$ cat config.mk
export PLATFORM = sky130hd
export DESIGN_NAME = fpll_ctrl
export DESIGN_NICKNAME = d
export VERILOG_FILES = /design/src/verilog/fpll_pkg.sv /design/src/verilog/fpll_ref_sel.sv /design/src/verilog/fpll_lock_timer.sv /design/src/verilog/fpll_ctrl.sv
export VERILOG_INCLUDE_DIRS = /design/src /design/src/verilog
export SDC_FILE = /design/constraint.sdc
export NUM_CORES = 1
export LEC_CHECK = 0
export BUFFER_PORTS_ARGS = -buffer_cell sky130_fd_sc_hd__buf_2
export CAP_MARGIN = 0
export CORE_MARGIN = 3
export CORE_UTILIZATION = 30
export DETAILED_ROUTE_END_ITERATION = 16
export PLACE_DENSITY = 0.51
export SYNTH_ARGS = -nofsm -noshare
export SYNTH_HDL_FRONTEND = slang
export SYNTH_SLANG_ARGS = --single-unit
$ cat constraint.sdc
create_clock -name clk_sys -period 2.3 [get_ports clk_sys]
set_clock_uncertainty 0.15 [all_clocks]
set_input_delay 0.115 -clock clk_sys [delete_from_list [all_inputs] [get_ports clk_sys]]
set_output_delay 0.115 -clock clk_sys [all_outputs]
set_load 0.005 [all_outputs]
$ cat src/verilog/fpll_defines.svh
// register offsets, field positions, reset values and counts of the pll
// controller; included by its bare name, definitions only
`ifndef FPLL_DEFINES_SVH
`define FPLL_DEFINES_SVH

`define FPLL_OFF_CTRLA       8'h00
`define FPLL_OFF_CTRLB       8'h04
`define FPLL_OFF_RATIO       8'h08
`define FPLL_OFF_STATUS      8'h0C
`define FPLL_OFF_INTERRUPT_FLAG_REGISTER     8'h10
`define FPLL_OFF_INTERRUPT_ENABLE_SET    8'h14
`define FPLL_OFF_INTENCLR    8'h18

`define FPLL_CTRLA_ENABLE    1
`define FPLL_CTRLB_FILTER    0
`define FPLL_CTRLB_CONVBYP   2
`define FPLL_CTRLB_WUF       3
`define FPLL_CTRLB_REFSEL    4
`define FPLL_CTRLB_LOCK_TIME_SELECT     8
`define FPLL_CTRLB_LOCK_BYPASS   12
`define FPLL_CTRLB_DIV       16
`define FPLL_RATIO_INT       0
`define FPLL_RATIO_FRAC      16
`define FPLL_STATUS_LOCK     0
`define FPLL_STATUS_CLKRDY   1
`define FPLL_STATUS_ENABLE   2
`define FPLL_STATUS_FRAC     3
`define FPLL_FLAG_LOCK       0
`define FPLL_FLAG_LOCK_LOST_FLAG      1
`define FPLL_FLAG_LOCK_TIMEOUT_FLAG       2

`define FPLL_CTRLA_RST       32'h00000000
`define FPLL_CTRLB_RST       32'h00000000
`define FPLL_RATIO_RST       32'h00000000

`define FPLL_REF_CRYSTAL_32K_OSCILLATOR     2'h0
`define FPLL_REF_XOSC        2'h1
`define FPLL_REF_GCLK        2'h2

`define FPLL_FILTER_AUTO_INT  2'h1
`define FPLL_FILTER_AUTO_FRAC 2'h2

`define FPLL_SETTLE_REF_EDGES 4'h4
`define FPLL_LOCK_TIME_SELECT_STEP_TICKS 11'h020

`define FPLL_RESP_OKAY       2'h0
`define FPLL_RESP_SLVERR     2'h2

`endif

$ cat src/verilog/fpll_pkg.sv
// types shared by the pll controller files
// widths follow the register layout in fpll_defines.svh
package fpll_pkg;

  typedef struct packed {
    logic [10:0] div;
    logic        lock_bypass;
    logic [2:0]  lock_time_select;
    logic [1:0]  reference_select;
    logic        wake_up_fast;
    logic        converter_bypass_enable;
    logic [1:0]  filter;
  } fpll_ctrlb_t;

  typedef struct packed {
    logic [11:0] loop_ratio_integer;
    logic [3:0]  loop_ratio_fraction;
  } fpll_ratio_t;

  typedef struct packed {
    logic [16:0] ratio_sixteenths;
    logic        fraction_mode;
    logic [1:0]  filter;
    logic        converter_bypass;
    logic        osc_reset;
  } fpll_dco_ctl_t;

  typedef enum logic [1:0] {
    FPLL_ST_OFF,
    FPLL_ST_ACQUIRE,
    FPLL_ST_FAST,
    FPLL_ST_RUN
  } fpll_state_t;

endpackage

$ cat src/verilog/fpll_ref_sel.sv
// reference selection and crystal divider of the pll controller
// source clocks are slow levels sampled on clk_sys
`timescale 1ns/1ps
`include "fpll_defines.svh"
module fpll_ref_sel (
  input  wire logic        clk_sys,
  input  wire logic        rstn,
  input  wire logic [1:0]  reference_select,
  input  wire logic [10:0] div,
  input  wire logic        crystal_32k_oscillator,
  input  wire logic        main_crystal_oscillator,
  input  wire logic        generic_reference_clock,
  output logic             pll_reference_clock,
  output logic             ref_edge
);
  logic        xosc_d_ff;
  logic        nxt_xosc_d;
  logic [10:0] div_cnt_ff;
  logic [10:0] nxt_div_cnt;
  logic        div_clk_ff;
  logic        nxt_div_clk;
  logic        ref_ff;
  logic        nxt_ref;
  logic        ref_d_ff;
  logic        nxt_ref_d;

  always_comb begin
    nxt_xosc_d  = main_crystal_oscillator;
    nxt_div_cnt = div_cnt_ff;
    nxt_div_clk = div_clk_ff;
    if (main_crystal_oscillator && !xosc_d_ff) begin
      if (div_cnt_ff >= div) begin
        nxt_div_cnt = 11'h000;
        nxt_div_clk = !div_clk_ff;
      end else begin
        nxt_div_cnt = div_cnt_ff + 11'h001;
      end
    end
    unique case (reference_select)
      `FPLL_REF_CRYSTAL_32K_OSCILLATOR: nxt_ref = crystal_32k_oscillator;
      `FPLL_REF_XOSC:    nxt_ref = div_clk_ff;
      `FPLL_REF_GCLK:    nxt_ref = generic_reference_clock;
      default:           nxt_ref = 1'b0;
    endcase
    nxt_ref_d = ref_ff;
  end

  always_ff @(posedge clk_sys) begin
    if (!rstn) begin
      xosc_d_ff  <= 1'b0;
      div_cnt_ff <= 11'h000;
      div_clk_ff <= 1'b0;
      ref_ff     <= 1'b0;
      ref_d_ff   <= 1'b0;
    end else begin
      xosc_d_ff  <= nxt_xosc_d;
      div_cnt_ff <= nxt_div_cnt;
      div_clk_ff <= nxt_div_clk;
      ref_ff     <= nxt_ref;
      ref_d_ff   <= nxt_ref_d;
    end
  end

  assign pll_reference_clock = ref_ff;
  assign ref_edge            = ref_ff && !ref_d_ff;
endmodule

$ cat src/verilog/fpll_lock_timer.sv
// lock timer of the pll controller, counting lock_timer_clock rises
// lock_timer_clock is a slow level sampled on clk_sys
`timescale 1ns/1ps
`include "fpll_defines.svh"
module fpll_lock_timer (
  input  wire logic       clk_sys,
  input  wire logic       rstn,
  input  wire logic       start,
  input  wire logic       run,
  input  wire logic [2:0] lock_time_select,
  input  wire logic       lock_timer_clock,
  output logic            timer_done,
  output logic            timeout_pulse
);
  logic        tick_d_ff;
  logic        nxt_tick_d;
  logic [10:0] cnt_ff;
  logic [10:0] nxt_cnt;
  logic        done_ff;
  logic        nxt_done;
  logic        pulse_ff;
  logic        nxt_pulse;
  logic        tick;
  logic [13:0] load;

  assign tick = lock_timer_clock && !tick_d_ff;
  assign load = {11'h000, lock_time_select} * {3'h0, `FPLL_LOCK_TIME_SELECT_STEP_TICKS};

  always_comb begin
    nxt_tick_d = lock_timer_clock;
    nxt_cnt    = cnt_ff;
    nxt_done   = done_ff;
    nxt_pulse  = 1'b0;
    if (!run) begin
      nxt_cnt  = 11'h000;
      nxt_done = 1'b0;
    end else if (start) begin
      nxt_cnt  = load[10:0];
      nxt_done = 1'b0;
    end else if (!done_ff && tick) begin
      if (cnt_ff <= 11'h001) begin
        nxt_cnt   = 11'h000;
        nxt_done  = 1'b1;
        nxt_pulse = 1'b1;
      end else begin
        nxt_cnt = cnt_ff - 11'h001;
      end
    end
  end

  always_ff @(posedge clk_sys) begin
    if (!rstn) begin
      tick_d_ff <= 1'b0;
      cnt_ff    <= 11'h000;
      done_ff   <= 1'b0;
      pulse_ff  <= 1'b0;
    end else begin
      tick_d_ff <= nxt_tick_d;
      cnt_ff    <= nxt_cnt;
      done_ff   <= nxt_done;
      pulse_ff  <= nxt_pulse;
    end
  end

  assign timer_done    = done_ff;
  assign timeout_pulse = pulse_ff;
endmodule

$ cat src/verilog/fpll_ctrl.sv
// fractional pll controller: axi4-lite registers, lock handling, gate
// assumes sources and oscillator signals are synchronous to clk_sys
//
// What this block does
// - output equals reference times ratio plus one plus sixteenths
// - crystal path divides by two times divider-plus-one
// - reference from 32k crystal, crystal, generic clock
// - zero fraction means integer mode, else fractional
// - enable starts loop; disabled holds oscillator reset
// - frequency stable only while enabled and locked
// - nonzero lock time validates lock by timer
// - wake-up-fast opens gate at start-up end
// - otherwise first edge at lock or timer zero
// - after first edge, no bypass: gate follows lock; with wake-up-fast, only from first lock
// - after first edge, bypass keeps output running
// - output depends only on internal final gate
// - ratio write while enabled clears lock until settled
// - lock fall sets lock-fail flag; write one clears
// - automatic filter unless nonzero override written
// - low-power field bypasses the time-to-digital converter
// - timeout flag set when lock time elapses
// - lock flag set when lock status rises
// - interrupt while flag set and enabled
`timescale 1ns/1ps
`include "fpll_defines.svh"
module fpll_ctrl (
  input  wire logic                   clk_sys,
  input  wire logic                   rstn,
  input  wire logic [7:0]             s_axi_awaddr,
  input  wire logic                   s_axi_awvalid,
  output logic                        s_axi_awready,
  input  wire logic [31:0]            s_axi_wdata,
  input  wire logic [3:0]             s_axi_wstrb,
  input  wire logic                   s_axi_wvalid,
  output logic                        s_axi_wready,
  output logic [1:0]                  s_axi_bresp,
  output logic                        s_axi_bvalid,
  input  wire logic                   s_axi_bready,
  input  wire logic [7:0]             s_axi_araddr,
  input  wire logic                   s_axi_arvalid,
  output logic                        s_axi_arready,
  output logic [31:0]                 s_axi_rdata,
  output logic [1:0]                  s_axi_rresp,
  output logic                        s_axi_rvalid,
  input  wire logic                   s_axi_rready,
  input  wire logic                   crystal_32k_oscillator,
  input  wire logic                   main_crystal_oscillator,
  input  wire logic                   generic_reference_clock,
  input  wire logic                   lock_timer_clock,
  input  wire logic                   oscillator_raw_clock,
  input  wire logic                   osc_startup_done,
  input  wire logic                   pll_core_lock,
  output logic                        pll_reference_clock,
  output logic                        pll_output_clock,
  output logic                        final_clock_gate,
  output fpll_pkg::fpll_dco_ctl_t     dco_ctl,
  output logic                        irq
);
  logic                  ctrla_en_ff;
  logic                  nxt_ctrla_en;
  logic                  en_d_ff;
  fpll_pkg::fpll_ctrlb_t ctrlb_ff;
  fpll_pkg::fpll_ctrlb_t nxt_ctrlb;
  fpll_pkg::fpll_ratio_t ratio_ff;
  fpll_pkg::fpll_ratio_t nxt_ratio;
  logic [2:0]            flag_ff;
  logic [2:0]            nxt_flag;
  logic [2:0]            inten_ff;
  logic [2:0]            nxt_inten;
  logic                  bvalid_ff;
  logic                  nxt_bvalid;
  logic [1:0]            bresp_ff;
  logic [1:0]            nxt_bresp;
  logic                  rvalid_ff;
  logic                  nxt_rvalid;
  logic [31:0]           rdata_ff;
  logic [31:0]           nxt_rdata;
  logic [1:0]            rresp_ff;
  logic [1:0]            nxt_rresp;
  fpll_pkg::fpll_state_t state_ff;
  fpll_pkg::fpll_state_t nxt_state;
  logic                  lock_ff;
  logic                  nxt_lock;
  logic [3:0]            settle_ff;
  logic [3:0]            nxt_settle;
  logic                  gate_ff;
  logic                  nxt_gate;
  logic                  wr_go;
  logic                  rd_go;
  logic [31:0]           wmask;
  logic [31:0]           wword;
  logic                  start;
  logic                  ref_edge;
  logic                  timer_done;
  logic                  timeout_pulse;
  logic                  open_cond;

  function automatic logic reg_hit(input logic [7:0] a);
    reg_hit = (a == `FPLL_OFF_CTRLA)   || (a == `FPLL_OFF_CTRLB) ||
              (a == `FPLL_OFF_RATIO)   || (a == `FPLL_OFF_STATUS) ||
              (a == `FPLL_OFF_INTERRUPT_FLAG_REGISTER) || (a == `FPLL_OFF_INTERRUPT_ENABLE_SET) ||
              (a == `FPLL_OFF_INTENCLR);
  endfunction

  function automatic logic [31:0] reg_read(input logic [7:0] a,
      input logic en, input fpll_pkg::fpll_ctrlb_t b,
      input fpll_pkg::fpll_ratio_t r, input logic [2:0] f,
      input logic [2:0] ie, input logic lk, input logic g);
    reg_read = 32'h00000000;
    unique case (a)
      `FPLL_OFF_CTRLA: reg_read[`FPLL_CTRLA_ENABLE] = en;
      `FPLL_OFF_CTRLB: begin
        reg_read[`FPLL_CTRLB_FILTER +: 2]  = b.filter;
        reg_read[`FPLL_CTRLB_CONVBYP]      = b.converter_bypass_enable;
        reg_read[`FPLL_CTRLB_WUF]          = b.wake_up_fast;
        reg_read[`FPLL_CTRLB_REFSEL +: 2]  = b.reference_select;
        reg_read[`FPLL_CTRLB_LOCK_TIME_SELECT +: 3]   = b.lock_time_select;
        reg_read[`FPLL_CTRLB_LOCK_BYPASS]      = b.lock_bypass;
        reg_read[`FPLL_CTRLB_DIV +: 11]    = b.div;
      end
      `FPLL_OFF_RATIO: begin
        reg_read[`FPLL_RATIO_INT +: 12] = r.loop_ratio_integer;
        reg_read[`FPLL_RATIO_FRAC +: 4] = r.loop_ratio_fraction;
      end
      `FPLL_OFF_STATUS: begin
        reg_read[`FPLL_STATUS_LOCK]   = lk;
        reg_read[`FPLL_STATUS_CLKRDY] = g;
        reg_read[`FPLL_STATUS_ENABLE] = en;
        reg_read[`FPLL_STATUS_FRAC]   = (r.loop_ratio_fraction != 4'h0);
      end
      `FPLL_OFF_INTERRUPT_FLAG_REGISTER:  reg_read[2:0] = f;
      `FPLL_OFF_INTERRUPT_ENABLE_SET: reg_read[2:0] = ie;
      `FPLL_OFF_INTENCLR: reg_read[2:0] = ie;
      default:            reg_read = 32'h00000000;
    endcase
  endfunction

  fpll_ref_sel u_ref (
    .clk_sys                 (clk_sys),
    .rstn                    (rstn),
    .reference_select        (ctrlb_ff.reference_select),
    .div                     (ctrlb_ff.div),
    .crystal_32k_oscillator  (crystal_32k_oscillator),
    .main_crystal_oscillator (main_crystal_oscillator),
    .generic_reference_clock (generic_reference_clock),
    .pll_reference_clock     (pll_reference_clock),
    .ref_edge                (ref_edge)
  );

  assign start = ctrla_en_ff && !en_d_ff;

  fpll_lock_timer u_timer (
    .clk_sys          (clk_sys),
    .rstn             (rstn),
    .start            (start),
    .run              (ctrla_en_ff),
    .lock_time_select (ctrlb_ff.lock_time_select),
    .lock_timer_clock (lock_timer_clock),
    .timer_done       (timer_done),
    .timeout_pulse    (timeout_pulse)
  );

  // bus handshake
  assign wr_go = s_axi_awvalid && s_axi_wvalid && !bvalid_ff;
  assign rd_go = s_axi_arvalid && !rvalid_ff;
  assign s_axi_awready = wr_go;
  assign s_axi_wready  = wr_go;
  assign s_axi_arready = rd_go;
  assign s_axi_bvalid  = bvalid_ff;
  assign s_axi_bresp   = bresp_ff;
  assign s_axi_rvalid  = rvalid_ff;
  assign s_axi_rdata   = rdata_ff;
  assign s_axi_rresp   = rresp_ff;

  generate
    for (genvar i = 0; i < 4; i++) begin : g_mask
      assign wmask[8*i +: 8] = {8{s_axi_wstrb[i]}};
    end
  endgenerate

  assign wword = (reg_read(s_axi_awaddr, ctrla_en_ff, ctrlb_ff, ratio_ff,
                           flag_ff, inten_ff, lock_ff, gate_ff) & ~wmask)
               | (s_axi_wdata & wmask);

  // register writes and reads
  always_comb begin
    nxt_ctrla_en = ctrla_en_ff;
    nxt_ctrlb    = ctrlb_ff;
    nxt_ratio    = ratio_ff;
    nxt_inten    = inten_ff;
    nxt_bvalid   = bvalid_ff && !s_axi_bready;
    nxt_bresp    = bresp_ff;
    nxt_rvalid   = rvalid_ff && !s_axi_rready;
    nxt_rdata    = rdata_ff;
    nxt_rresp    = rresp_ff;
    if (wr_go) begin
      nxt_bvalid = 1'b1;
      nxt_bresp  = reg_hit(s_axi_awaddr) ? `FPLL_RESP_OKAY
                                         : `FPLL_RESP_SLVERR;
      unique case (s_axi_awaddr)
        `FPLL_OFF_CTRLA: nxt_ctrla_en = wword[`FPLL_CTRLA_ENABLE];
        `FPLL_OFF_CTRLB: begin
          nxt_ctrlb.filter                  = wword[`FPLL_CTRLB_FILTER +: 2];
          nxt_ctrlb.converter_bypass_enable = wword[`FPLL_CTRLB_CONVBYP];
          nxt_ctrlb.wake_up_fast            = wword[`FPLL_CTRLB_WUF];
          nxt_ctrlb.reference_select        = wword[`FPLL_CTRLB_REFSEL +: 2];
          nxt_ctrlb.lock_time_select        = wword[`FPLL_CTRLB_LOCK_TIME_SELECT +: 3];
          nxt_ctrlb.lock_bypass             = wword[`FPLL_CTRLB_LOCK_BYPASS];
          nxt_ctrlb.div                     = wword[`FPLL_CTRLB_DIV +: 11];
        end
        `FPLL_OFF_RATIO: begin
          nxt_ratio.loop_ratio_integer  = wword[`FPLL_RATIO_INT +: 12];
          nxt_ratio.loop_ratio_fraction = wword[`FPLL_RATIO_FRAC +: 4];
        end
        `FPLL_OFF_INTERRUPT_ENABLE_SET: nxt_inten = inten_ff | s_axi_wdata[2:0];
        `FPLL_OFF_INTENCLR: nxt_inten = inten_ff & ~s_axi_wdata[2:0];
        default: nxt_ctrla_en = ctrla_en_ff;
      endcase
    end
    if (rd_go) begin
      nxt_rvalid = 1'b1;
      nxt_rdata  = reg_read(s_axi_araddr, ctrla_en_ff, ctrlb_ff, ratio_ff,
                            flag_ff, inten_ff, lock_ff, gate_ff);
      nxt_rresp  = reg_hit(s_axi_araddr) ? `FPLL_RESP_OKAY
                                         : `FPLL_RESP_SLVERR;
    end
  end

  // lock status, settling and flags
  always_comb begin
    nxt_settle = settle_ff;
    if (!ctrla_en_ff) begin
      nxt_settle = 4'h0;
    end else if (wr_go && s_axi_awaddr == `FPLL_OFF_RATIO) begin
      nxt_settle = `FPLL_SETTLE_REF_EDGES;
    end else if (settle_ff != 4'h0 && ref_edge && pll_core_lock) begin
      nxt_settle = settle_ff - 4'h1;
    end
    if (ctrlb_ff.lock_time_select != 3'h0) begin
      nxt_lock = timer_done;
    end else begin
      nxt_lock = pll_core_lock;
    end
    nxt_lock = nxt_lock && ctrla_en_ff && (nxt_settle == 4'h0);
    nxt_flag = flag_ff;
    if (wr_go && s_axi_awaddr == `FPLL_OFF_INTERRUPT_FLAG_REGISTER) begin
      nxt_flag = flag_ff & ~(s_axi_wdata[2:0] & {3{s_axi_wstrb[0]}});
    end
    if (nxt_lock && !lock_ff) begin
      nxt_flag[`FPLL_FLAG_LOCK] = 1'b1;
    end
    if (!nxt_lock && lock_ff) begin
      nxt_flag[`FPLL_FLAG_LOCK_LOST_FLAG] = 1'b1;
    end
    if (timeout_pulse) begin
      nxt_flag[`FPLL_FLAG_LOCK_TIMEOUT_FLAG] = 1'b1;
    end
  end

  // start-up sequence and final gate
  always_comb begin
    if (ctrlb_ff.wake_up_fast) begin
      open_cond = osc_startup_done;
    end else if (ctrlb_ff.lock_time_select == 3'h0) begin
      open_cond = lock_ff;
    end else begin
      open_cond = timer_done;
    end
    nxt_state = state_ff;
    unique case (state_ff)
      fpll_pkg::FPLL_ST_OFF: begin
        if (ctrla_en_ff) nxt_state = fpll_pkg::FPLL_ST_ACQUIRE;
      end
      fpll_pkg::FPLL_ST_ACQUIRE: begin
        if (!ctrla_en_ff) nxt_state = fpll_pkg::FPLL_ST_OFF;
        else if (open_cond && ctrlb_ff.wake_up_fast)
          nxt_state = fpll_pkg::FPLL_ST_FAST;
        else if (open_cond) nxt_state = fpll_pkg::FPLL_ST_RUN;
      end
      fpll_pkg::FPLL_ST_FAST: begin
        if (!ctrla_en_ff) nxt_state = fpll_pkg::FPLL_ST_OFF;
        else if (lock_ff) nxt_state = fpll_pkg::FPLL_ST_RUN;
      end
      fpll_pkg::FPLL_ST_RUN: begin
        if (!ctrla_en_ff) nxt_state = fpll_pkg::FPLL_ST_OFF;
      end
    endcase
    unique case (nxt_state)
      fpll_pkg::FPLL_ST_FAST: nxt_gate = 1'b1;
      fpll_pkg::FPLL_ST_RUN:  nxt_gate = ctrlb_ff.lock_bypass || nxt_lock;
      default:                nxt_gate = 1'b0;
    endcase
  end

  always_ff @(posedge clk_sys) begin
    if (!rstn) begin
      ctrla_en_ff <= 1'(`FPLL_CTRLA_RST >> `FPLL_CTRLA_ENABLE);
      en_d_ff     <= 1'b0;
      ctrlb_ff    <= '0;
      ratio_ff    <= '0;
      flag_ff     <= 3'h0;
      inten_ff    <= 3'h0;
      bvalid_ff   <= 1'b0;
      bresp_ff    <= 2'h0;
      rvalid_ff   <= 1'b0;
      rdata_ff    <= 32'h00000000;
      rresp_ff    <= 2'h0;
      state_ff    <= fpll_pkg::FPLL_ST_OFF;
      lock_ff     <= 1'b0;
      settle_ff   <= 4'h0;
      gate_ff     <= 1'b0;
    end else begin
      ctrla_en_ff <= nxt_ctrla_en;
      en_d_ff     <= ctrla_en_ff;
      ctrlb_ff    <= nxt_ctrlb;
      ratio_ff    <= nxt_ratio;
      flag_ff     <= nxt_flag;
      inten_ff    <= nxt_inten;
      bvalid_ff   <= nxt_bvalid;
      bresp_ff    <= nxt_bresp;
      rvalid_ff   <= nxt_rvalid;
      rdata_ff    <= nxt_rdata;
      rresp_ff    <= nxt_rresp;
      state_ff    <= nxt_state;
      lock_ff     <= nxt_lock;
      settle_ff   <= nxt_settle;
      gate_ff     <= nxt_gate;
    end
  end

  // oscillator control and output
  assign dco_ctl.ratio_sixteenths =
    {1'b0, ratio_ff.loop_ratio_integer, 4'h0} + 17'h00010
    + {13'h0000, ratio_ff.loop_ratio_fraction};
  assign dco_ctl.fraction_mode = (ratio_ff.loop_ratio_fraction != 4'h0);
  assign dco_ctl.filter = (ctrlb_ff.filter != 2'h0) ? ctrlb_ff.filter
    : (dco_ctl.fraction_mode ? `FPLL_FILTER_AUTO_FRAC
                             : `FPLL_FILTER_AUTO_INT);
  assign dco_ctl.converter_bypass = ctrlb_ff.converter_bypass_enable;
  assign dco_ctl.osc_reset = (state_ff == fpll_pkg::FPLL_ST_OFF);
  assign final_clock_gate  = gate_ff;
  assign pll_output_clock  = oscillator_raw_clock && gate_ff;
  assign irq = |(flag_ff & inten_ff);
endmodule

==> results of run 1 <==
-- through the flow --
stage	utilization [%]	hold slack (ps)	setup TNS, ps	instances	area [um^2]
CTS	40.2	9.02	0	1107	7550
detailed placement	36.4	193	-1040	1054	6830
finish	40.4	9.27	0	1110	7580
floorplan	-	86.7	0	705	5800
global route	40.4	21.8	-4.49	1110	7580
global placement	36.4	190	-1310	1054	6830
-- final cells by class --
| class | count | area, um^2 | share of cell area [%] |
|---|---|---|---|
| multi-input cells | 516 | 3240 | 42.7 |
| clock inverters | 6 | 115 | 1.52 |
| inverters | 26 | 97.6 | 1.29 |
| well taps | 234 | 293 | 3.86 |
| flip-flops and latches | 110 | 2200 | 29.1 |
| repair buffers | 208 | 1410 | 18.6 |
| clock buffers | 10 | 229 | 3.02 |
-- power by group through the flow --
stage	clock, mW	sequential, mW	combinational (mW)
3_5_place_dp	0	1.96	0.297
4_1_cts	1.87	1.92	0.339
6_report	1.83	1.92	0.345
2_1_floorplan	0	1.96	0.164
3_3_place_gp	0	1.97	0.296
5_1_grt	1.94	1.92	0.379
-- cells in the final DEF (no fill, tap or decap), drive strengths merged, types with 8 or more instances in the layout --
cell type and n:
a22oi 20, nand3 44, conb 10, mux2i 11, dfxtp 110, dlygate4sd3 37
nor2b 13, inv 27, a211oi 11, buf 171, nand2b 8, nand4 11
nand2 69, o21ai 26, clkbuf 10, and3 8, ha 16, nor2 64
nor3 15, a21oi 51, xnor2 18, xor2 10, a22o 12
-- cells in the mapped netlist (16+ instances only) --
cell type  instances  area [um^2]
clkbuf_1          27          101
a21oi_1           51          255
buf_4             17          128
ha_1              16          200
a22oi_1           20          150
nand2_1           68          255
xnor2_1           18          158
nand3_1           44          220
dfxtp_1          110         2200
inv_1             25         93.8
nor2_1            62          233
o21ai_0           21          105
-- what timing repair did --
item / 4_1_cts / 5_1_grt
endpoints found under the hold margin: 31 / 0
resized for setup: 1 / 1
hold buffers: 37 / 0
endpoints found under the setup margin: 8 / 11
pin swaps: 0 / 0
buffers inserted: 0 / 3
-- state kept, by name, indices dropped and copies added, names as in the netlist, 2 cells and up, named ones only --
name	count
u_ref.div_cnt_ff	11
settle_ff	4
ratio_ff	16
u_timer.cnt_ff	11
state_ff	2
s_axi_rdata	24
ctrlb_ff	20
flag_ff	3
-- worst reg2reg max path: cells and delay by family, from the launching register on --
kind                   cells  cell delay [ps]
AND/OR/NAND/NOR            3              570
buffers and inverters      3              980
flip-flops                 1              320
AO/OA/AOI/OAI              1              130
-- per-layer routing --
metal / vias to the layer above / wire length, um / global-route usage (%)
met5: - / 13 / 0
met3: 14 / 929 / 3.19
met2: 135 / 8600 / 29.5
met1: 2621 / 9030 / 25.1
li1: 2830 / - / -
met4: 2 / 155 / 3.39
-- cell families after synthesis --
group | share of synthesized area (%)
DFF | 38.2
other | 0.0650
muxes | 2.89
xor gates and xnor gates | 4.25
AOI/OAI and AO/OA | 19.7
and+or+nand+nor | 24.8
buffers and inverters | 6.59
adders and majority gates | 3.47
-- final timing paths --
kind                          to  depth (start not counted)
hold / removal    u_ref.ref_d_ff                          2
hold reg to reg       flag_ff[2]                          2
setup / recovery     ratio_ff[9]                          7
setup reg to reg     ratio_ff[9]                          7
==> qor.csv, run 1 <==
metric,value,unit
synth_cells,696,
syn-cell-area,5770,um^2
setup_slack,84.8,ps
synth_edf_count,0,
seq_power_share,46.9,%
drive_gt1_share,24.0,%
dieArea,20900,um^2
placement_rows,50,
worst_pin_slew,582,ps
clock-sinks,110,
grt_max_degree,33,
die_y,145,um
worstHoldStart,rstn,
fill_cells,1940,
avgSynthCellArea,8.29,um^2
dr.pass1.iters,5,
antenna-diode-count,0,
status,"complete, no violations",
switching_share,23.4,%
synthFlopType,dfxtp_1,
crit_buf_inv,3,
insertion_delay,360,ps
switchingPower,960,uW
fmax,0.451,GHz
ys_seq_elements,110,
cap_violations,0,
async_flop_share,0,%
arrival,2350,ps
ant_nets,0,
cp-end-kind,flip-flop,
wire_per_inst,16.9,um
grt.overflow.total,0,
crit_required,2440,ps
powerDensity,540,nW/um^2
ys_seq_area_share,38.2,%
htreeDepth,3,
pre_cts_slack,-157,ps
start_util,30.7,%
ctsLongestPathBuffers,2,
hold_class,in2reg,
period_share,96.3,%
syn2layout_area_growth,31.4,%
crit_family,buffers and inverters,
fin_crit,2220,ps
io_buffers,114,
crit_slowest_cell,dlygate4sd3_1,
coreArea,18800,um^2
crit_start,s_axi_bvalid,
crit_chain,nand3b_1 -> buf_4 -> nor3_4 -> buf_12 -> nand3_1 -> dlygate4sd3_1 -> a21oi_1,
num_vias,5602,
maxSlewViolCount,0,
cts.reportedPaths.clkPinSlew,80,ps
total_power,4.09,mW
worstPathMaxFanout,26,
root_buffer,clkbuf_16,
grt_pass1_vias,5443,
ir_drop,0.354,mV
io_pins,133,
cts_buffers,9,
first_iter_violations,389,
gp_congestion,0.809,
antenna_found_initial,1,
worstSetupStartpointType,flip-flop,
rr_startpoint,s_axi_bvalid,
critical_path_class,reg2reg,
grt_use_total,18.0,%
slowest_delay,570,ps
cellLeakagePower,3.10,nW
grt_pass1_wl,29300,um
hold_viol,0,
drcViolationCount,0,
nets,953,
routed_wl,18700,um
setup_viol,0,
avgViaCountPerCell,5.05,
power.internal,3.13,mW
cts_tree,built,
synth_cell_types,75,
combPwrFrac,8.4,%
hpwlAfterDp,14300,um
die_w,145,um
yosysWarningCount,0,
clkPwrFrac,44.7,%
r2r_slack,80,ps
relSlewSlack,60.9,%
(Power assumes the default switching activity.)
==> run 2, diff against run 1 <==
--- a/config.mk
+++ b/config.mk
@@ -9,9 +9,9 @@
 export BUFFER_PORTS_ARGS = -buffer_cell sky130_fd_sc_hd__buf_2
 export CAP_MARGIN = 0
 export CORE_MARGIN = 3
-export CORE_UTILIZATION = 30
+export CORE_UTILIZATION = 45
 export DETAILED_ROUTE_END_ITERATION = 16
-export PLACE_DENSITY = 0.51
+export PLACE_DENSITY = 0.71
 export SYNTH_ARGS = -nofsm -noshare
 export SYNTH_HDL_FRONTEND = slang
 export SYNTH_SLANG_ARGS = --single-unit
==> constraint.sdc (replaced) <==
create_clock -name clk_sys -period 2.3 [get_ports clk_sys]
set_clock_uncertainty 0.15 [all_clocks]
set_input_delay 0.345 -clock clk_sys [delete_from_list [all_inputs] [get_ports clk_sys]]
set_output_delay 0.345 -clock clk_sys [all_outputs]
set_load 0.005 [all_outputs]
==> qor.csv, run 2 (synthesized netlist as in run 1, its figures left out) <==
metric,value,unit
drcViolationCount,0,
worst_pin_slew,527,ps
gp_congestion,0.908,
grt_pass1_vias,5384,
cts_tree,built,
r2r_cells,7,
wire_per_inst,16.9,um
pre_cts_slack,-75.1,ps
worstHoldPathCells,2,
rr_startpoint,settle_ff[0],
insertion_delay,350,ps
setup_viol,0,
io_pins,133,
crit_buf_inv,1,
dr.pass1.iters,5,
crit_cells,7,
die_y,119,um
worstHoldStart,lock_timer_clock,
seq_power_share,51.8,%
whs,78.4,ps
cts_buffers,9,
nets,900,
rsz0062_at_grt,no,
hold_viol,0,
period_share,95.3,%
fmax,0.456,GHz
cellLeakagePower,2.82,nW
post_cts_buffers,0,
syn2layout_area_growth,19.6,%
cp-end-kind,flip-flop,
htreeDepth,3,
clkPwrFrac,40.3,%
largest_register_ffs,24,
status,"complete, no violations",
cap_violations,0,
final.setup.tns,0,ps
routed_wl,16700,um
grt_pass1_wl,27000,um
io_buffers,114,
root_buffer,clkbuf_16,
clock-sinks,110,
ant_nets,0,
maxSlewViolCount,0,
final_cell_mix,"114 x buf_2, 107 x dfxtp_1, 68 x nand2_1, 62 x nor2_1, 51 x a21oi_1",
grt_use_total,23.4,%
antenna_found_initial,0,
relSlewSlack,64.8,%
hold_class,in2reg,
switchingPower,917,uW
start_util,47.0,%
crit_start,settle_ff[0],
grt_max_degree,28,
final_common_cell,buf_2,
r2r-end,final_clock_gate,
slowest_delay,470,ps
antenna-diode-count,0,
placement_rows,40,
power.internal,2.79,mW
dieArea,14200,um^2
fin_crit,2190,ps
ctsLongestPathBuffers,2,
switching_share,24.7,%
combPwrFrac,7.9,%
avgViaCountPerCell,5.61,
grt.overflow.total,0,
num_vias,5558,
first_iter_violations,558,
r2r_slack,110,ps
arrival,2280,ps
crit_family,simple AND/OR/NAND/NOR gates,
hpwlAfterDp,13100,um
setup_slack,109,ps
crit_slowest_cell,or3b_2,
critical_path_class,reg2reg,
die_w,119,um
crit_chain,inv_1 -> ha_1 -> or3b_2 -> and4_1 -> o21ai_0 -> or2_1 -> a211oi_1,
holdPathEnd,u_timer.tick_d_ff,
ir_drop,0.298,mV
worstSetupStartpointType,flip-flop,
coreArea,12300,um^2
crit_required,2390,ps
worstPathMaxFanout,4,
cts.reportedPaths.clkPinSlew,70,ps
powerDensity,537,nW/um^2
fill_cells,1135,
drive_gt1_share,23.9,%
==> run 2: metal layers <==
metal	routed length, um	up-vias	global-route usage, %
met3	1130	35	4.04
li1	-	2728	-
met2	7320	196	35.2
met5	0	-	0
met1	7830	2599	32.9
met4	460	0	10.4
==> run 2: how the worst max path moves through the flow <==
| stage | end |
|---|---|
| 2_1_floorplan | u_ref.div_cnt_ff[2] |
| 3_3_place_gp | ratio_ff[12] |
| 3_5_place_dp | ratio_ff[12] |
| 4_1_cts | dco_ctl[17] |
| 5_1_grt | dco_ctl[16] |
| 6_report | final_clock_gate |
==> run 2: stage by stage <==
step | power, mW | std cells | utilization, % | area [um^2]
floorplan | 2.13 | 705 | - | 5800
global placement | 2.25 | 975 | 53.9 | 6610
detailed placement | 2.25 | 975 | 53.9 | 6610
CTS | 3.73 | 991 | 56.2 | 6900
global route | 3.84 | 991 | 56.3 | 6900
finish | 3.71 | 991 | 56.3 | 6900
==> run 2: final cells by class <==
| cell class | instances | area [um^2] | share of cell area [%] |
|---|---|---|---|
| multi-input combinational | 516 | 3220 | 46.7 |
| sequential | 110 | 2210 | 32.0 |
| timing repair buffer | 155 | 878 | 12.7 |
| clock buffer | 10 | 239 | 3.46 |
| tap | 168 | 210 | 3.05 |
| inverter | 26 | 97.6 | 1.41 |
| clock inverter | 6 | 47.5 | 0.689 |
==> run 2: timing repair <==
item / in CTS / in global routing
hold buffers: 0 / 0
resized for setup: 1 / 4
setup endpoints to repair: 1 / 14
==> run 2: power groups by stage <==
stage                     clock (mW)  combinational [mW]  sequential, mW
after floorplan                    0               0.164            1.96
after global placement             0               0.283            1.96
after detailed placement           0               0.287            1.97
after CTS                       1.52               0.289            1.92
after global routing            1.60               0.318            1.92
final                           1.49               0.292            1.92
